### src/rtl/stp_defs.vh
// Constants for the shared timer prescaler: register map, fields, codes.
// Included by every design file of the block; holds definitions only.
`ifndef STP_DEFS_VH
`define STP_DEFS_VH

`define STP_GTC_OFFSET      12'h000
`define STP_SEL0_OFFSET     12'h004
`define STP_SEL1_OFFSET     12'h008
`define STP_STAT_OFFSET     12'h00C

`define STP_GTC_RESET       8'h00
`define STP_GTC_HOLD_BIT    7
`define STP_GTC_PSR_BIT     0

`define STP_SEL_RESET       3'h0
`define STP_CS_STOP         3'h0
`define STP_CS_DIRECT       3'h1
`define STP_CS_DIV8         3'h2
`define STP_CS_DIV64        3'h3
`define STP_CS_DIV256       3'h4
`define STP_CS_DIV1024      3'h5
`define STP_CS_EXT_FALL     3'h6
`define STP_CS_EXT_RISE     3'h7

`define STP_DIV_WIDTH       10

`define STP_RESP_OKAY       2'h0
`define STP_RESP_SLVERR     2'h2

`endif

### src/rtl/stp_pin_sync.v
// External clock pin sampler and edge detector for one timer.
// Assumes a pin input asynchronous to clk_i and one system clock.
`timescale 1ns/1ps
`include "stp_defs.vh"

module stp_pin_sync
(
  input  wire       clk_i,
  input  wire       srst_i,
  input  wire       pin_i,
  output wire       rise_o,
  output wire       fall_o
);

  reg  latch_r;
  reg  sync_r;
  reg  sync2_r;
  reg  prev_r;

  // Stands in for a latch open while the clock is high: a falling-edge flop
  // holds the same value at the next rising edge without a sampling race,
  // and gives the half-cycle of the 2.5 to 3.5 cycle latency
  always @(negedge clk_i)
  begin
    if (srst_i)
      latch_r <= 1'b0;
    else
      latch_r <= pin_i; // see RULE8, see RULE10
  end

  // Three rising-edge flops after the latch; only sync2 and prev are compared
  always @(posedge clk_i)
  begin
    if (srst_i)
    begin
      sync_r  <= 1'b0;
      sync2_r <= 1'b0;
      prev_r  <= 1'b0;
    end
    else
    begin
      sync_r  <= latch_r; // see RULE7
      sync2_r <= sync_r;
      prev_r  <= sync2_r;
    end
  end

  assign rise_o = sync2_r & ~prev_r; // see RULE9
  assign fall_o = ~sync2_r & prev_r; // see RULE9

endmodule // stp_pin_sync

### src/rtl/stp_tick_mux.v
// Tick source selector for one timer.
// Assumes strobes and pin edges are one-cycle pulses on the same clock.
`timescale 1ns/1ps
`include "stp_defs.vh"

module stp_tick_mux
(
  input  wire [2:0] sel_i,
  input  wire       tap8_i,
  input  wire       tap64_i,
  input  wire       tap256_i,
  input  wire       tap1024_i,
  input  wire       rise_i,
  input  wire       fall_i,
  output reg        tick_o
);

  always @*
  begin
    case (sel_i)
      `STP_CS_STOP:     tick_o = 1'b0;       // see RULE18
      `STP_CS_DIRECT:   tick_o = 1'b1;       // see RULE1
      `STP_CS_DIV8:     tick_o = tap8_i;     // see RULE2
      `STP_CS_DIV64:    tick_o = tap64_i;    // see RULE2
      `STP_CS_DIV256:   tick_o = tap256_i;   // see RULE2
      `STP_CS_DIV1024:  tick_o = tap1024_i;  // see RULE2
      `STP_CS_EXT_FALL: tick_o = fall_i;     // see RULE9, see RULE13
      default:          tick_o = rise_i;     // see RULE9, see RULE13
    endcase
  end

endmodule // stp_tick_mux

### src/rtl/stp_prescaler.v
// Shared prescaler for two timers with AXI4-Lite control registers.
// Assumes an AXI4-Lite master on ref_clk_i and external pins from off chip.
`timescale 1ns/1ps
`include "stp_defs.vh"

// What this block does
// RULE1 - Select one ticks every system clock
// RULE2 - Taps divide by 8, 64, 256, 1024
// RULE3 - One free-running divider shared by both
// RULE4 - Each timer has its own select
// RULE5 - First prescaled tick within 1 to N+1
// RULE6 - Divider reset restarts every timer's period
// RULE7 - Pins sampled each clock, then edge-detected
// RULE8 - High-transparent latch then rising-edge flops
// RULE9 - One tick per rising/falling edge, codes 7/6
// RULE10 - Pin edge to tick 2.5-3.5 clocks
// RULE11 - Change external select only with stable pin
// RULE12 - External clock below half system rate
// RULE13 - External ticks bypass the divider
// RULE14 - Reset bit self-clears unless hold set
// RULE15 - Hold bit keeps reset bit as written
// RULE16 - Clearing hold clears reset bit
// RULE17 - Bits 6..1 read zero; resets zero
// RULE18 - Select zero gives no ticks
// RULE19 - Ten-bit counter, cleared by resets
module stp_prescaler
#(
  parameter DIV_WIDTH = `STP_DIV_WIDTH
)
(
  input  wire        ref_clk_i,
  input  wire        srst_i,
  input  wire [11:0] s_axi_awaddr,
  input  wire        s_axi_awvalid,
  output wire        s_axi_awready,
  input  wire [31:0] s_axi_wdata,
  input  wire [3:0]  s_axi_wstrb,
  input  wire        s_axi_wvalid,
  output wire        s_axi_wready,
  output reg  [1:0]  s_axi_bresp,
  output reg         s_axi_bvalid,
  input  wire        s_axi_bready,
  input  wire [11:0] s_axi_araddr,
  input  wire        s_axi_arvalid,
  output wire        s_axi_arready,
  output reg  [31:0] s_axi_rdata,
  output reg  [1:0]  s_axi_rresp,
  output reg         s_axi_rvalid,
  input  wire        s_axi_rready,
  input  wire        counter0_ext_clock_pin_i,
  input  wire        counter1_ext_clock_pin_i,
  output wire        counter0_tick_o,
  output wire        counter1_tick_o,
  output wire        prescaler_reset_o
);

  reg  [DIV_WIDTH-1:0] div_r;
  reg                  hold_r;
  reg                  psr_r;
  reg  [2:0]           sel0_r;
  reg  [2:0]           sel1_r;
  reg  [11:0]          awaddr_r;
  reg                  aw_full_r;
  reg  [31:0]          wdata_r;
  reg  [3:0]           wstrb_r;
  reg                  w_full_r;
  wire                 wr_go;
  wire                 wr_en;
  wire                 rd_go;
  wire                 tap8;
  wire                 tap64;
  wire                 tap256;
  wire                 tap1024;
  wire                 rise0;
  wire                 fall0;
  wire                 rise1;
  wire                 fall1;
  reg  [31:0]          rd_val;
  reg                  rd_ok;
  reg                  wr_gtc;
  reg                  wr_sel0;
  reg                  wr_sel1;
  reg                  wr_map;
  reg                  hold_nxt;
  reg                  psr_nxt;

  // Divider: free runs regardless of either select, held clear while the
  // reset bit stands, so both timers see the same restarted period
  always @(posedge ref_clk_i)
  begin
    if (srst_i || psr_r)
      div_r <= {DIV_WIDTH{1'b0}}; // see RULE19, see RULE6
    else
      div_r <= div_r + {{(DIV_WIDTH-1){1'b0}}, 1'b1}; // see RULE3
  end

  // Strobe when the low bits wrap; free-running taps give the 1..N+1 wait
  assign tap8    = ~psr_r & (div_r[2:0] == 3'h7);                // see RULE5
  assign tap64   = ~psr_r & (div_r[5:0] == 6'h3F);               // see RULE2
  assign tap256  = ~psr_r & (div_r[7:0] == 8'hFF);               // see RULE2
  assign tap1024 = ~psr_r & (div_r[DIV_WIDTH-1:0] == {DIV_WIDTH{1'b1}}); // see RULE2

  assign prescaler_reset_o = psr_r;

  // Pin edges feed the selectors directly; the reset bit does not gate them,
  // so an external count keeps running while the divider is held
  stp_pin_sync u_sync0
  (
    .clk_i  (ref_clk_i),
    .srst_i (srst_i),
    .pin_i  (counter0_ext_clock_pin_i),
    .rise_o (rise0),
    .fall_o (fall0)
  );

  stp_pin_sync u_sync1
  (
    .clk_i  (ref_clk_i),
    .srst_i (srst_i),
    .pin_i  (counter1_ext_clock_pin_i),
    .rise_o (rise1),
    .fall_o (fall1)
  );

  // Each timer its own selector on the shared taps
  stp_tick_mux u_mux0
  (
    .sel_i     (sel0_r), // see RULE4
    .tap8_i    (tap8),
    .tap64_i   (tap64),
    .tap256_i  (tap256),
    .tap1024_i (tap1024),
    .rise_i    (rise0),
    .fall_i    (fall0),
    .tick_o    (counter0_tick_o)
  );

  stp_tick_mux u_mux1
  (
    .sel_i     (sel1_r), // see RULE4
    .tap8_i    (tap8),
    .tap64_i   (tap64),
    .tap256_i  (tap256),
    .tap1024_i (tap1024),
    .rise_i    (rise1),
    .fall_i    (fall1),
    .tick_o    (counter1_tick_o)
  );

  // AXI4-Lite write: address and data captured in either order
  assign s_axi_awready = ~aw_full_r;
  assign s_axi_wready  = ~w_full_r;
  assign wr_go         = aw_full_r & w_full_r & ~s_axi_bvalid;
  assign wr_en         = wr_go & wstrb_r[0];

  always @(posedge ref_clk_i)
  begin
    if (srst_i)
    begin
      aw_full_r <= 1'b0;
      awaddr_r  <= 12'h000;
    end
    else if (wr_go)
      aw_full_r <= 1'b0;
    else if (s_axi_awvalid && !aw_full_r)
    begin
      aw_full_r <= 1'b1;
      awaddr_r  <= s_axi_awaddr;
    end
  end

  always @(posedge ref_clk_i)
  begin
    if (srst_i)
    begin
      w_full_r <= 1'b0;
      wdata_r  <= 32'h0000_0000;
      wstrb_r  <= 4'h0;
    end
    else if (wr_go)
      w_full_r <= 1'b0;
    else if (s_axi_wvalid && !w_full_r)
    begin
      w_full_r <= 1'b1;
      wdata_r  <= s_axi_wdata;
      wstrb_r  <= s_axi_wstrb;
    end
  end

  // Response waits for both halves and for the previous answer to drain
  always @(posedge ref_clk_i)
  begin
    if (srst_i)
    begin
      s_axi_bvalid <= 1'b0;
      s_axi_bresp  <= `STP_RESP_OKAY;
    end
    else if (wr_go)
    begin
      s_axi_bvalid <= 1'b1;
      s_axi_bresp  <= wr_map ? `STP_RESP_OKAY : `STP_RESP_SLVERR;
    end
    else if (s_axi_bready)
      s_axi_bvalid <= 1'b0;
  end

  // Write decode on the held word address; the low two bits are ignored
  always @*
  begin
    wr_gtc  = 1'b0;
    wr_sel0 = 1'b0;
    wr_sel1 = 1'b0;
    wr_map  = 1'b1;
    if ({awaddr_r[11:2], 2'b00} == `STP_GTC_OFFSET)
      wr_gtc = 1'b1;
    else if ({awaddr_r[11:2], 2'b00} == `STP_SEL0_OFFSET)
      wr_sel0 = 1'b1;
    else if ({awaddr_r[11:2], 2'b00} == `STP_SEL1_OFFSET)
      wr_sel1 = 1'b1;
    else if ({awaddr_r[11:2], 2'b00} != `STP_STAT_OFFSET)
      wr_map = 1'b0;
  end

  // Next control state; a write in the same cycle wins over the self-clear
  always @*
  begin
    hold_nxt = hold_r;
    psr_nxt  = psr_r & hold_r; // see RULE14
    if (wr_en && wr_gtc)
    begin
      hold_nxt = wdata_r[`STP_GTC_HOLD_BIT]; // see RULE15
      // Writing hold to zero while hold is set releases the reset bit together
      if (!wdata_r[`STP_GTC_HOLD_BIT])
        psr_nxt = wdata_r[`STP_GTC_PSR_BIT] & ~hold_r; // see RULE16
      else
        psr_nxt = wdata_r[`STP_GTC_PSR_BIT]; // see RULE15
    end
  end

  // Control register and selects
  always @(posedge ref_clk_i)
  begin
    if (srst_i)
    begin
      hold_r <= 1'b0; // see RULE17
      psr_r  <= 1'b0;
      sel0_r <= `STP_SEL_RESET;
      sel1_r <= `STP_SEL_RESET;
    end
    else
    begin
      hold_r <= hold_nxt;
      psr_r  <= psr_nxt;
      if (wr_en && wr_sel0)
        sel0_r <= wdata_r[2:0]; // see RULE4
      if (wr_en && wr_sel1)
        sel1_r <= wdata_r[2:0]; // see RULE4
    end
  end

  // Read decode
  assign s_axi_arready = ~s_axi_rvalid;
  assign rd_go         = s_axi_arvalid & ~s_axi_rvalid;

  always @*
  begin
    rd_val = 32'h0000_0000;
    rd_ok  = 1'b1;
    if (s_axi_araddr[11:2] == `STP_GTC_OFFSET >> 2)
      rd_val = {24'h000000, hold_r, 6'h00, psr_r}; // see RULE17
    else if (s_axi_araddr[11:2] == `STP_SEL0_OFFSET >> 2)
      rd_val = {29'h00000000, sel0_r};
    else if (s_axi_araddr[11:2] == `STP_SEL1_OFFSET >> 2)
      rd_val = {29'h00000000, sel1_r};
    else if (s_axi_araddr[11:2] == `STP_STAT_OFFSET >> 2)
      rd_val = {{(32-DIV_WIDTH){1'b0}}, div_r};
    else
      rd_ok = 1'b0;
  end

  always @(posedge ref_clk_i)
  begin
    if (srst_i)
    begin
      s_axi_rvalid <= 1'b0;
      s_axi_rdata  <= 32'h0000_0000;
      s_axi_rresp  <= `STP_RESP_OKAY;
    end
    else if (rd_go)
    begin
      s_axi_rvalid <= 1'b1;
      s_axi_rdata  <= rd_val;
      s_axi_rresp  <= rd_ok ? `STP_RESP_OKAY : `STP_RESP_SLVERR;
    end
    else if (s_axi_rready)
      s_axi_rvalid <= 1'b0;
  end

endmodule // stp_prescaler

### config.mk
export PLATFORM = sky130hd
export DESIGN_NAME = stp_prescaler
export DESIGN_NICKNAME = d
export VERILOG_FILES = /design/src/rtl/stp_pin_sync.v /design/src/rtl/stp_tick_mux.v /design/src/rtl/stp_prescaler.v
export VERILOG_INCLUDE_DIRS = /design/src /design/src/rtl
export SDC_FILE = /design/constraint.sdc
export NUM_CORES = 1
export LEC_CHECK = 0
export BUFFER_PORTS_ARGS = -buffer_cell sky130_fd_sc_hd__buf_4
export CAP_MARGIN = 20
export CORE_MARGIN = 5
export CORE_UTILIZATION = 47
export CTS_CLUSTER_SIZE = 28
export DETAILED_ROUTE_END_ITERATION = 6
export GPL_ROUTABILITY_DRIVEN = 0
export PLACE_DENSITY = 0.79
export SLEW_MARGIN = 5
export SYNTH_ARGS = -nofsm -noshare
export SYNTH_HDL_FRONTEND = slang
export SYNTH_SLANG_ARGS = --single-unit
### constraint.sdc
create_clock -name ref_clk_i -period 1.6 [get_ports ref_clk_i]
set_input_delay 0.24 -clock ref_clk_i [delete_from_list [all_inputs] [get_ports ref_clk_i]]
set_output_delay 0.24 -clock ref_clk_i [all_outputs]
set_load 0.1 [all_outputs]
After elaboration in Yosys (flattened, before gate mapping)
Cells that the tools add are included.

word-level totals
  logic and storage cells = 116
  bits in registers = 87
  output and inout port bits = 44
  bits of input ports = 69

cells by class
  equal/unequal tests = 22
  bitwise operators = 25
  reductions and logical operators = 17
  mux-type cells = 28
  add/sub/neg operators = 1

operators with widths
  cell                   count
  $mux 10                4
  $eq 10x2->1 const B    3
  $eq 3x3->1 const B     7
  $eq 10x1->1 const B    2
  $logic_not 10->1       2
  $mux 1                 20
  $and 1x1->1            14
  $pmux 1 s7             2
  $eq 3x2->1 const B     4
  $not 1->1              11
  $add 10x1->10 const B  1
  $eq 10x10->1 const B   1
  $ne 10x2->1 const B    1
  $eq 8x8->1 const B     1
  $eq 3x1->1 const B     2
  $eq 6x6->1 const B     1
  $logic_not 3->1        2
  $logic_and 1x1->1      5
  $mux 2                 2
  $reduce_and 2->1       2
  $reduce_bool 2->1      2
  $logic_not 1->1        2
  $reduce_or 2->1        1
  $logic_or 1x1->1       1

Depth between registers and ports, before layout
Gate-level depths: netlist of run 1.

  depth in word-level cells = 6
  mapped depth = 6
  gate-level depth less buffers = 6

Hierarchy
From an unflattened synthesis of run 1, not the netlist that was laid out.

unflattened totals
  cells, all modules = 282
  area, all modules = 2575.0 µm²

by module, submodules not included
  module         seq. area each (µm²)  area an instance (µm²)  cells an instance  instances
  stp_prescaler  980.9                 2237.1                  250                1
  stp_pin_sync   80.1                  121.4                   11                 2
  stp_tick_mux   0.0                   47.5                    5                  2

==> results of run 1 <==
## Yosys cell counts (all sizes together) (2+ instances only)
| cell type | instances | area [µm²] |
|---|---|---|
| a21oi | 20 | 100 |
| a22oi | 4 | 30.0 |
| a31oi | 2 | 12.5 |
| a32oi | 6 | 52.6 |
| buf | 27 | 208 |
| clkbuf | 8 | 50.1 |
| dfxtp | 57 | 1140 |
| ha | 2 | 25.0 |
| inv | 11 | 41.3 |
| mux2i | 16 | 160 |
| nand2 | 25 | 93.8 |
| nand2b | 6 | 45.0 |
| nand3 | 6 | 30.0 |
| nand4 | 4 | 25.0 |
| nand4b | 2 | 17.5 |
| nor2 | 40 | 150 |
| nor2b | 10 | 62.6 |
| nor3 | 5 | 36.3 |
| nor3b | 2 | 15.0 |
| nor4 | 3 | 31.3 |
| o21a | 2 | 15.0 |
| o21ai | 4 | 20.0 |
| o22ai | 2 | 12.5 |
| o2bb2ai | 2 | 17.5 |
| or2 | 2 | 12.5 |
| or3 | 3 | 18.8 |
| or4 | 3 | 30.0 |
| xnor2 | 3 | 26.3 |
| xor2 | 3 | 26.3 |
## placed cells by master, fill, tap and decap left out, drive strengths merged, types with 3 or more instances in the layout
cell type | netlist | layout
nor3 | 5 | 5
nor2 | 40 | 40
nand3 | 6 | 6
a21oi | 20 | 20
or4 | 3 | 3
conb | 1 | 24
xnor2 | 3 | 3
a32oi | 6 | 6
nand4 | 4 | 4
nor2b | 10 | 10
nand2b | 6 | 6
or3 | 3 | 3
dfxtp | 57 | 57
nor4 | 3 | 3
xor2 | 3 | 3
a22oi | 4 | 4
buf | 27 | 76
clkbuf | 8 | 14
nand2 | 25 | 25
inv | 11 | 10
clkinvlp | 0 | 3
o21ai | 4 | 4
mux2i | 16 | 16
## per-layer routing
metal / wire (µm) / part of all wire [%]
met5: 0 / 0
met4: 93 / 1.6
met3: 409 / 6.9
met2: 2870 / 49
met1: 2530 / 43
## kinds of logic after synthesis
group	share of synthesized area [%]
XOR/XNOR	2.04
AO/OA/AOI/OAI	10.8
flip-flops	44.4
multiplexers	7.10
other	0.146
adder cells (fa/ha/maj)	0.973
buffers and inverters	11.6
AND/OR/NAND/NOR	23.0
## sequential cells by signal, indices dropped and copies added, names as in the netlist, 3 cells and up
signal,flops
awaddr_r,10
sel0_r,3
div_r,10
wdata_r,4
sel1_r,3
s_axi_rdata,10
## final cells by class
class	count	area, µm²
Sequential cell	57	1160
Timing Repair Buffer	76	608
Inverter	10	45.0
Multi-Input combinational cell	207	1330
Clock inverter	4	32.5
Tap cell	72	90.1
Fill cell	450	1970
Clock buffer	14	173
## report_power, final
group	total, mW	internal [mW]	switching (mW)
Combinational	0.630	0.157	0.473
Clock	1.30	0.772	0.528
Sequential	1.51	1.47	0.0384
## final timing paths
check | from | to | slack [ns] | depth (start not counted)
setup reg to reg | awaddr_r[11] | sel0_r[0] | 0.09 | 4
hold reg to reg | u_sync0.sync_r | u_sync0.sync2_r | 0.44 | 1
setup / recovery | div_r[0] | counter0_tick_o | -0.40 | 6
hold / removal | s_axi_wvalid | w_full_r | 0.11 | 2
## timing repair
item,4_1_cts,5_1_grt
cloned,0,0
pin swaps,2,3
setup endpoints to repair,2,6
hold buffers,0,0
setup buffers,0,1
resized for setup,11,2
## metrics by stage
step	TNS, ns	hold WS, ns
global route	-0.927	0.100
detailed placement	-0.477	0.428
CTS	-0.835	0.102
floorplan	-0.253	0.350
global placement	-0.348	0.417
finish	-0.776	0.114
==> flow_summary.ini, run 1 <==
[floorplanning]
io_pins = 113
initial_core_util_pct = 47.6
core_mm2 = 0.00541
die_h_um = 84.0
die_x_um = 84.0
die-area_mm2 = 0.00705
rows = 27

[sta]
rsz0062_at_grt = yes
fin_skew_ns = 0.0413
hold_violations = 0
finalCritPeriodShare_pct = 125
drv_slew = 0
finalCriticalPeriod_ns = 2.00
finalSetupViolCount = 2
fmax_mhz = 500
setup_slack_ns = -0.400

[setup_path]
cp.arrival_ns = 1.76
crit_type = reg2out
cp.required_ns = 1.36
cp_slowest_stage_delay_ns = 0.37
worst_setup_path_start_kind = flop
end_kind = output pin
slowest_stage = or3_4
cp.buffers_inverters = 2
worstPathCellList = ha_4, inv_1, or3_4, o22ai_2, o2bb2ai_4, buf_12
cp_top_family = simple AND/OR/NAND/NOR gates
worstPathMaxFanout = 3

[grt]
use_met2_pct = 27.6
gr-usage-met1_pct = 20.0
grt_max_degree = 46
grt_pass1_wl_um = 9710
grt_pass1_vias = 2120
antenna_found_initial = 0
grt_util_met3_pct = 5.73
grt-ovfl-total = 0
busiest_layer = met2
track_usage_pct = 17.1

[logic_synthesis]
synthCells = 287
syn_area_per_cell_um2 = 8.96
synth_edf_count = 0
synthesis.area_mm2 = 0.00257
ys.warnings.count = 0
synth-async-reset-ratio_pct = 0
ys_seq_elements = 57
ys.flop_type = dfxtp_1
synth_cell_types = 44
ys_seq_area_share_pct = 44.4

[placement]
place_ws_ns = -0.227
placed_cells = 422
post_dp_cell_area_mm2 = 0.00315
hpwlAfterDp_um = 4310
portBuffers = 53

[run]
drv_cap = 0

[power]
power.total_mw = 3.44
p_leak_nw = 1.49
power_density_mw_per_mm2 = 1000
peakVddDrop_mv = 0.568

[min_path]
min_path_type = in2reg

[layout]
design_area_mm2 = 0.00344
nets = 434
final_core_util_pct = 63.6
antenna_cells = 0
area_delta_synth_final_pct = 33.7
final_cells = 440
layout-drive-gt1-share_pct = 32.1

[cts]
clk_pin_slew_ns = 0.06
clk_latency_ns = 0.36
clockBufferDepth = 2
cts.sinks = 57
root_buffer = clkbuf_8
cts_tree = built
numCtsBuffers = 9
h-tree-depth = 3

[status]
outcome = complete, but fails checks
violations = setup timing

[drt]
drt_drc_violations_left = 0
totalWireLength_um = 5910
drtPass1Iterations = 5
drtIter0Drc = 114
ant_nets = 0
viasPerCell = 4.96
vias = 2183
wl_per_cell_um = 13.4
Note: power is estimated with default switching activity, not from simulation.
==> run 2: changes to the inputs <==
--- a/config.mk
+++ b/config.mk
@@ -6,6 +6,7 @@
 export SDC_FILE = /design/constraint.sdc
 export NUM_CORES = 1
 export LEC_CHECK = 0
+export ABC_CLOCK_PERIOD_IN_PS = 1600
 export BUFFER_PORTS_ARGS = -buffer_cell sky130_fd_sc_hd__buf_4
 export CAP_MARGIN = 20
 export CORE_MARGIN = 5
@@ -13,7 +14,7 @@
 export CTS_CLUSTER_SIZE = 28
 export DETAILED_ROUTE_END_ITERATION = 6
 export GPL_ROUTABILITY_DRIVEN = 0
-export PLACE_DENSITY = 0.79
+export PLACE_DENSITY_LB_ADDON = 0.2
 export SLEW_MARGIN = 5
 export SYNTH_ARGS = -nofsm -noshare
 export SYNTH_HDL_FRONTEND = slang
==> run 2 against run 1 <==
The flow still finishes with violations (setup timing). Fmax up 1.3%. Global-route usage shrank 0.49 points. Clock skew is 0.0012 ns lower. Largest power group unchanged. Total power decreased by 0.74%. Critical path depth rose by 1.
==> flow_summary.ini, run 2 (synthesis results as in run 1) <==
[setup_path]
slowest_stage = dfxtp_2
cp.required_ns = 1.36
cp.arrival_ns = 1.73
cp_slowest_stage_delay_ns = 0.33
ff2ff_path_depth = 4
path_common_cell = ha_4
worstPathCellList = ha_4, ha_4, nor3b_2, a31oi_1, o22ai_2, o2bb2ai_4, buf_12
cp-startpoint = div_r[1]
cp.buffers_inverters = 1
r2r_end = s_axi_rdata[0]
end_kind = output pin
worst_setup_path_start_kind = flop
cp_top_family = compound AO/OA/AOI/OAI gates
worstPathMaxFanout = 3
crit_type = reg2out
rrSetupSlack_ns = 0.12
r2r_start = sel0_r[0]

[floorplanning]
core_mm2 = 0.00541
initial_core_util_pct = 47.6
die_h_um = 84.0
rows = 27
die-area_mm2 = 0.00705
die_x_um = 84.0
io_pins = 113

[cts]
root_buffer = clkbuf_8
cts.sinks = 57
clk_latency_ns = 0.36
cts_tree = built
clk_pin_slew_ns = 0.06
h-tree-depth = 3
numCtsBuffers = 9
clockBufferDepth = 2

[layout]
area_delta_synth_final_pct = 33.6
final_cell_mix = buf_4, dfxtp_1, nor2_1
layout.cells.most_common = buf_4
fill_cells = 492
largestRegisters = awaddr_r x10, div_r x10, s_axi_rdata x10
layout-drive-gt1-share_pct = 32.4
nets = 433
antenna_cells = 0
multi_input_area_mm2 = 0.00135
design_area_mm2 = 0.00344
regArea_mm2 = 0.00116

[drt]
viasPerCell = 4.82
wl_per_cell_um = 12.6
drtIter0Drc = 86
totalWireLength_um = 5520
drtPass1Iterations = 4
drt_drc_violations_left = 0
vias = 2118
ant_nets = 0

[grt]
grt-ovfl-total = 0
grt_pass1_wl_um = 9510
grt_max_degree = 35
antenna_found_initial = 0
track_usage_pct = 16.6
grt_pass1_vias = 2037

[sta]
finalSetupViolCount = 2
setup_slack_ns = -0.375
max_slew.worst_pin.slew_ns = 0.611
finalCriticalPeriod_ns = 1.97
drv_slew = 0
relSlewSlack_pct = 59.2
fin_skew_ns = 0.0401
finalCritPeriodShare_pct = 123
hold_violations = 0
fmax_mhz = 506
rsz0062_at_grt = yes

[power]
power_density_mw_per_mm2 = 993
p_leak_nw = 1.48
peakVddDrop_mv = 0.559

[placement]
hpwlAfterDp_um = 4120
portBuffers = 53
post_dp_cell_area_mm2 = 0.00313
place_ws_ns = -0.224

[min_path]
min_path_type = in2reg
min-delay-start = s_axi_wvalid
holdPathEnd = w_full_r
whs_path_depth = 2

[status]
violations = setup timing
outcome = complete, but fails checks

[run]
drv_cap = 0
-- run 2: cell count changes in the layout (fill, tap and decap cells not counted), sizes merged --
| cell | before | now |
|---|---|---|
| buf | 76 | 75 |
| bufinv | 1 | 0 |
| clkinv | 0 | 1 |
| clkinvlp | 3 | 2 |
| inv | 10 | 11 |
-- run 2: stage by stage --
step / power [mW] / cells / TNS [ns] / hold slack (ns) / utilization [%]
floorplan: 2.07 / 310 / -0.253 / 0.350 / -
global placement: 2.15 / 421 / -0.434 / 0.417 / 58.0
detailed placement: 2.16 / 421 / -0.475 / 0.427 / 58.0
CTS: 3.43 / 438 / -0.789 / 0.108 / 62.7
global route: 3.55 / 439 / -0.950 / 0.103 / 63.6
finish: 3.41 / 439 / -0.735 / 0.119 / 63.6
-- run 2: how the worst max path moves through the flow --
| stage | end | depth (start not counted) |
|---|---|---|
| finish | counter1_tick_o | 7 |
| global route | counter1_tick_o | 7 |
| CTS | counter1_tick_o | 7 |
| detailed placement | counter1_tick_o | 7 |
| global placement | counter0_tick_o | 7 |
| floorplan | counter0_tick_o | 4 |
-- run 2: layer usage --
layer / wire length, µm / up-vias / track usage, %
met5: 0 / - / 0
met4: 82 / 0 / 7.75
met3: 318 / 7 / 4.74
met2: 2710 / 54 / 27.0
met1: 2410 / 967 / 20.3
li1: - / 1090 / -
-- run 2: power by group --
part / total, mW / internal, mW / switching [mW]
clock network: 1.28 / 0.732 / 0.546
logic: 0.625 / 0.158 / 0.467
registers: 1.51 / 1.47 / 0.0403
total: 3.41 / 2.36 / 1.05
-- run 2: cell type report --
type                    instances  share of cell area, %
well taps                      72                   2.62
inverters                      10                   1.31
repair buffers                 75                   17.1
clock buffers                  14                   5.32
flip-flops and latches         57                   33.8
clock inverters                 4                  0.473
multi-input cells             207                   39.4
-- run 2: what timing repair did --
item | 4_1_cts | 5_1_grt
hold buffers | 0 | 0
setup endpoints to repair | 2 | 3
pin swaps | 3 | 2
cloned | 0 | 0
buffers inserted | 0 | 1
resized for setup | 12 | 5
==> run 3: changes to the inputs <==
--- a/config.mk
+++ b/config.mk
@@ -6,11 +6,11 @@
 export SDC_FILE = /design/constraint.sdc
 export NUM_CORES = 1
 export LEC_CHECK = 0
-export ABC_CLOCK_PERIOD_IN_PS = 1600
+export ABC_CLOCK_PERIOD_IN_PS = 1700
 export BUFFER_PORTS_ARGS = -buffer_cell sky130_fd_sc_hd__buf_4
 export CAP_MARGIN = 20
 export CORE_MARGIN = 5
-export CORE_UTILIZATION = 47
+export CORE_UTILIZATION = 42
 export CTS_CLUSTER_SIZE = 28
 export DETAILED_ROUTE_END_ITERATION = 6
 export GPL_ROUTABILITY_DRIVEN = 0
==> constraint.sdc (replaced) <==
create_clock -name ref_clk_i -period 1.7 [get_ports ref_clk_i]
set_input_delay 0.255 -clock ref_clk_i [delete_from_list [all_inputs] [get_ports ref_clk_i]]
set_output_delay 0.255 -clock ref_clk_i [all_outputs]
set_load 0.1 [all_outputs]
==> run 3 against run 2 <==
The run still ends with setup timing left. Total power fell by 4.1%. Clock power barely moved. Clock skew barely moved. Register-to-register slack improved by 0.06 ns. Flip-flop and latch count did not move. Wire length fell by 1.8%. Via count fell by 0.47%. Sequential power fell by 7%. Non-clock buffer count fell by 7. Worst hold slack improved by 0.0071 ns. Critical path type unchanged.
==> flow_summary.ini, run 3 (synthesis results as in run 1) <==
[status]
outcome = complete, but fails checks
violations = setup timing

[sta]
finalCriticalPeriod_ns = 2.02
fin_skew_ns = 0.0400
hold_violations = 0
finalSetupViolCount = 2
setup_slack_ns = -0.318
fmax_mhz = 496
finalCritPeriodShare_pct = 119
tns_ns = -0.630
drv_slew = 0
rsz0062_at_grt = yes

[drt]
vias = 2108
ant_nets = 0
drt_drc_violations_left = 0
drtPass1Iterations = 4
wl_met3_um = 435
met1Wirelength_um = 2550
wl_per_cell_um = 12.5
totalWireLength_um = 5420
viasPerCell = 4.85
dr_wl_met2_um = 2360
dr.max_layer_used = met4
drtIter0Drc = 99

[power]
clkPwrFrac_pct = 39.0
seq_power_share_pct = 43.2
peakVddDrop_mv = 0.687
swShare_pct = 30.1
power.total_mw = 3.27
p_leak_nw = 1.45
p_sw_mw = 0.984
power_density_mw_per_mm2 = 972
power.share.combinational_pct = 17.8
p_int_mw = 2.29

[grt]
grt_pass1_vias = 2069
antenna_found_initial = 0
grt-ovfl-total = 0
track_usage_pct = 15.3
grt_max_degree = 42
grt_pass1_wl_um = 9280

[setup_path]
slowest_stage = dfxtp_2
cp.required_ns = 1.44
end_kind = output pin
worstPathMaxFanout = 3
worstPathCellList = ha_4, ha_4, nor3b_4, a31oi_2, o22ai_2, o2bb2ai_4, buf_12
cp_top_family = compound AO/OA/AOI/OAI gates
cp.buffers_inverters = 1
path_common_cell = ha_4
cp.arrival_ns = 1.76
cp-startpoint = div_r[1]
worst_setup_path_start_kind = flop
r2r_start = sel0_r[0]
crit_type = reg2out
cp_slowest_stage_delay_ns = 0.35

[layout]
layout.cells.most_common = buf_4
largestRegisters = awaddr_r x10, div_r x10, s_axi_rdata x10
final_core_util_pct = 56.8
layout-drive-gt1-share_pct = 30.3
final_cell_mix = buf_4, dfxtp_1, nor2_1
final_cells = 435
fill_cells = 583
area_delta_synth_final_pct = 30.9
antenna_cells = 0
nets = 426

[floorplanning]
core_mm2 = 0.00592
die_h_um = 88.2
io_pins = 113
rows = 28
initial_core_util_pct = 43.4
die-area_mm2 = 0.00779
die_x_um = 88.2

[cts]
cts_tree = built
cts.sinks = 57
numCtsBuffers = 9
h-tree-depth = 3
root_buffer = clkbuf_8
clockBufferDepth = 2
clk_pin_slew_ns = 0.07
clk_latency_ns = 0.36

[run]
drv_cap = 0

[placement]
place_ws_ns = -0.131
portBuffers = 53
hpwlAfterDp_um = 4060
placed_cells = 417

[min_path]
min-delay-start = s_axi_wvalid
min_path_type = in2reg
run 3: changes by cell type in the layout (fill, tap and decap cells not counted), moves of 2 or more:
cell,previous run,this run
buf_4,73,66
clkbuf_8,13,9
nor4_2,0,3
nor4_4,3,0
inv_1,10,12
run 3: power groups by stage:
stage	logic, mW	registers (mW)	clock network, mW
4_1_cts	0.581	1.41	1.31
6_report	0.582	1.41	1.27
3_5_place_dp	0.577	1.44	0.0111
2_1_floorplan	0.457	1.48	0.0111
3_3_place_gp	0.572	1.44	0.0111
5_1_grt	0.621	1.42	1.40
run 3: path summary, 6_finish.rpt:
check | to | slack (ns) | depth (start not counted)
setup / recovery | counter1_tick_o | -0.32 | 7
hold / removal | w_full_r | 0.13 | 2
setup reg to reg | s_axi_rdata[0] | 0.18 | 4
hold reg to reg | u_sync1.sync2_r | 0.44 | 1
run 3: layer usage:
metal,vias up,GRT usage (%)
met5,-,0
met4,0,6.46
met3,9,5.31
met2,66,22.4
met1,956,20.6
li1,1077,-
run 3: final cells by class:
class	count	area (µm²)	area share (%)
flip-flops and latches	57	1160	34.5
repair buffers	68	536	15.9
well taps	75	93.8	2.79
clock inverters	6	51.3	1.52
multi-input cells	207	1330	39.4
inverters	10	41.3	1.23
clock buffers	12	156	4.65
run 3: per-stage QoR:
step | instance area (µm²) | hold WS [ns]
3_3_place_gp | 3080 | 0.418
4_1_cts | 3340 | 0.110
2_1_floorplan | 2740 | 0.365
6_report | 3360 | 0.126
3_5_place_dp | 3080 | 0.425
5_1_grt | 3360 | 0.115
run 3: timing repair:
action	CTS	global route
buffers inserted	0	1
hold buffers	0	0
pin swaps	3	2
resized for setup	11	3
endpoints found under the setup margin	2	2
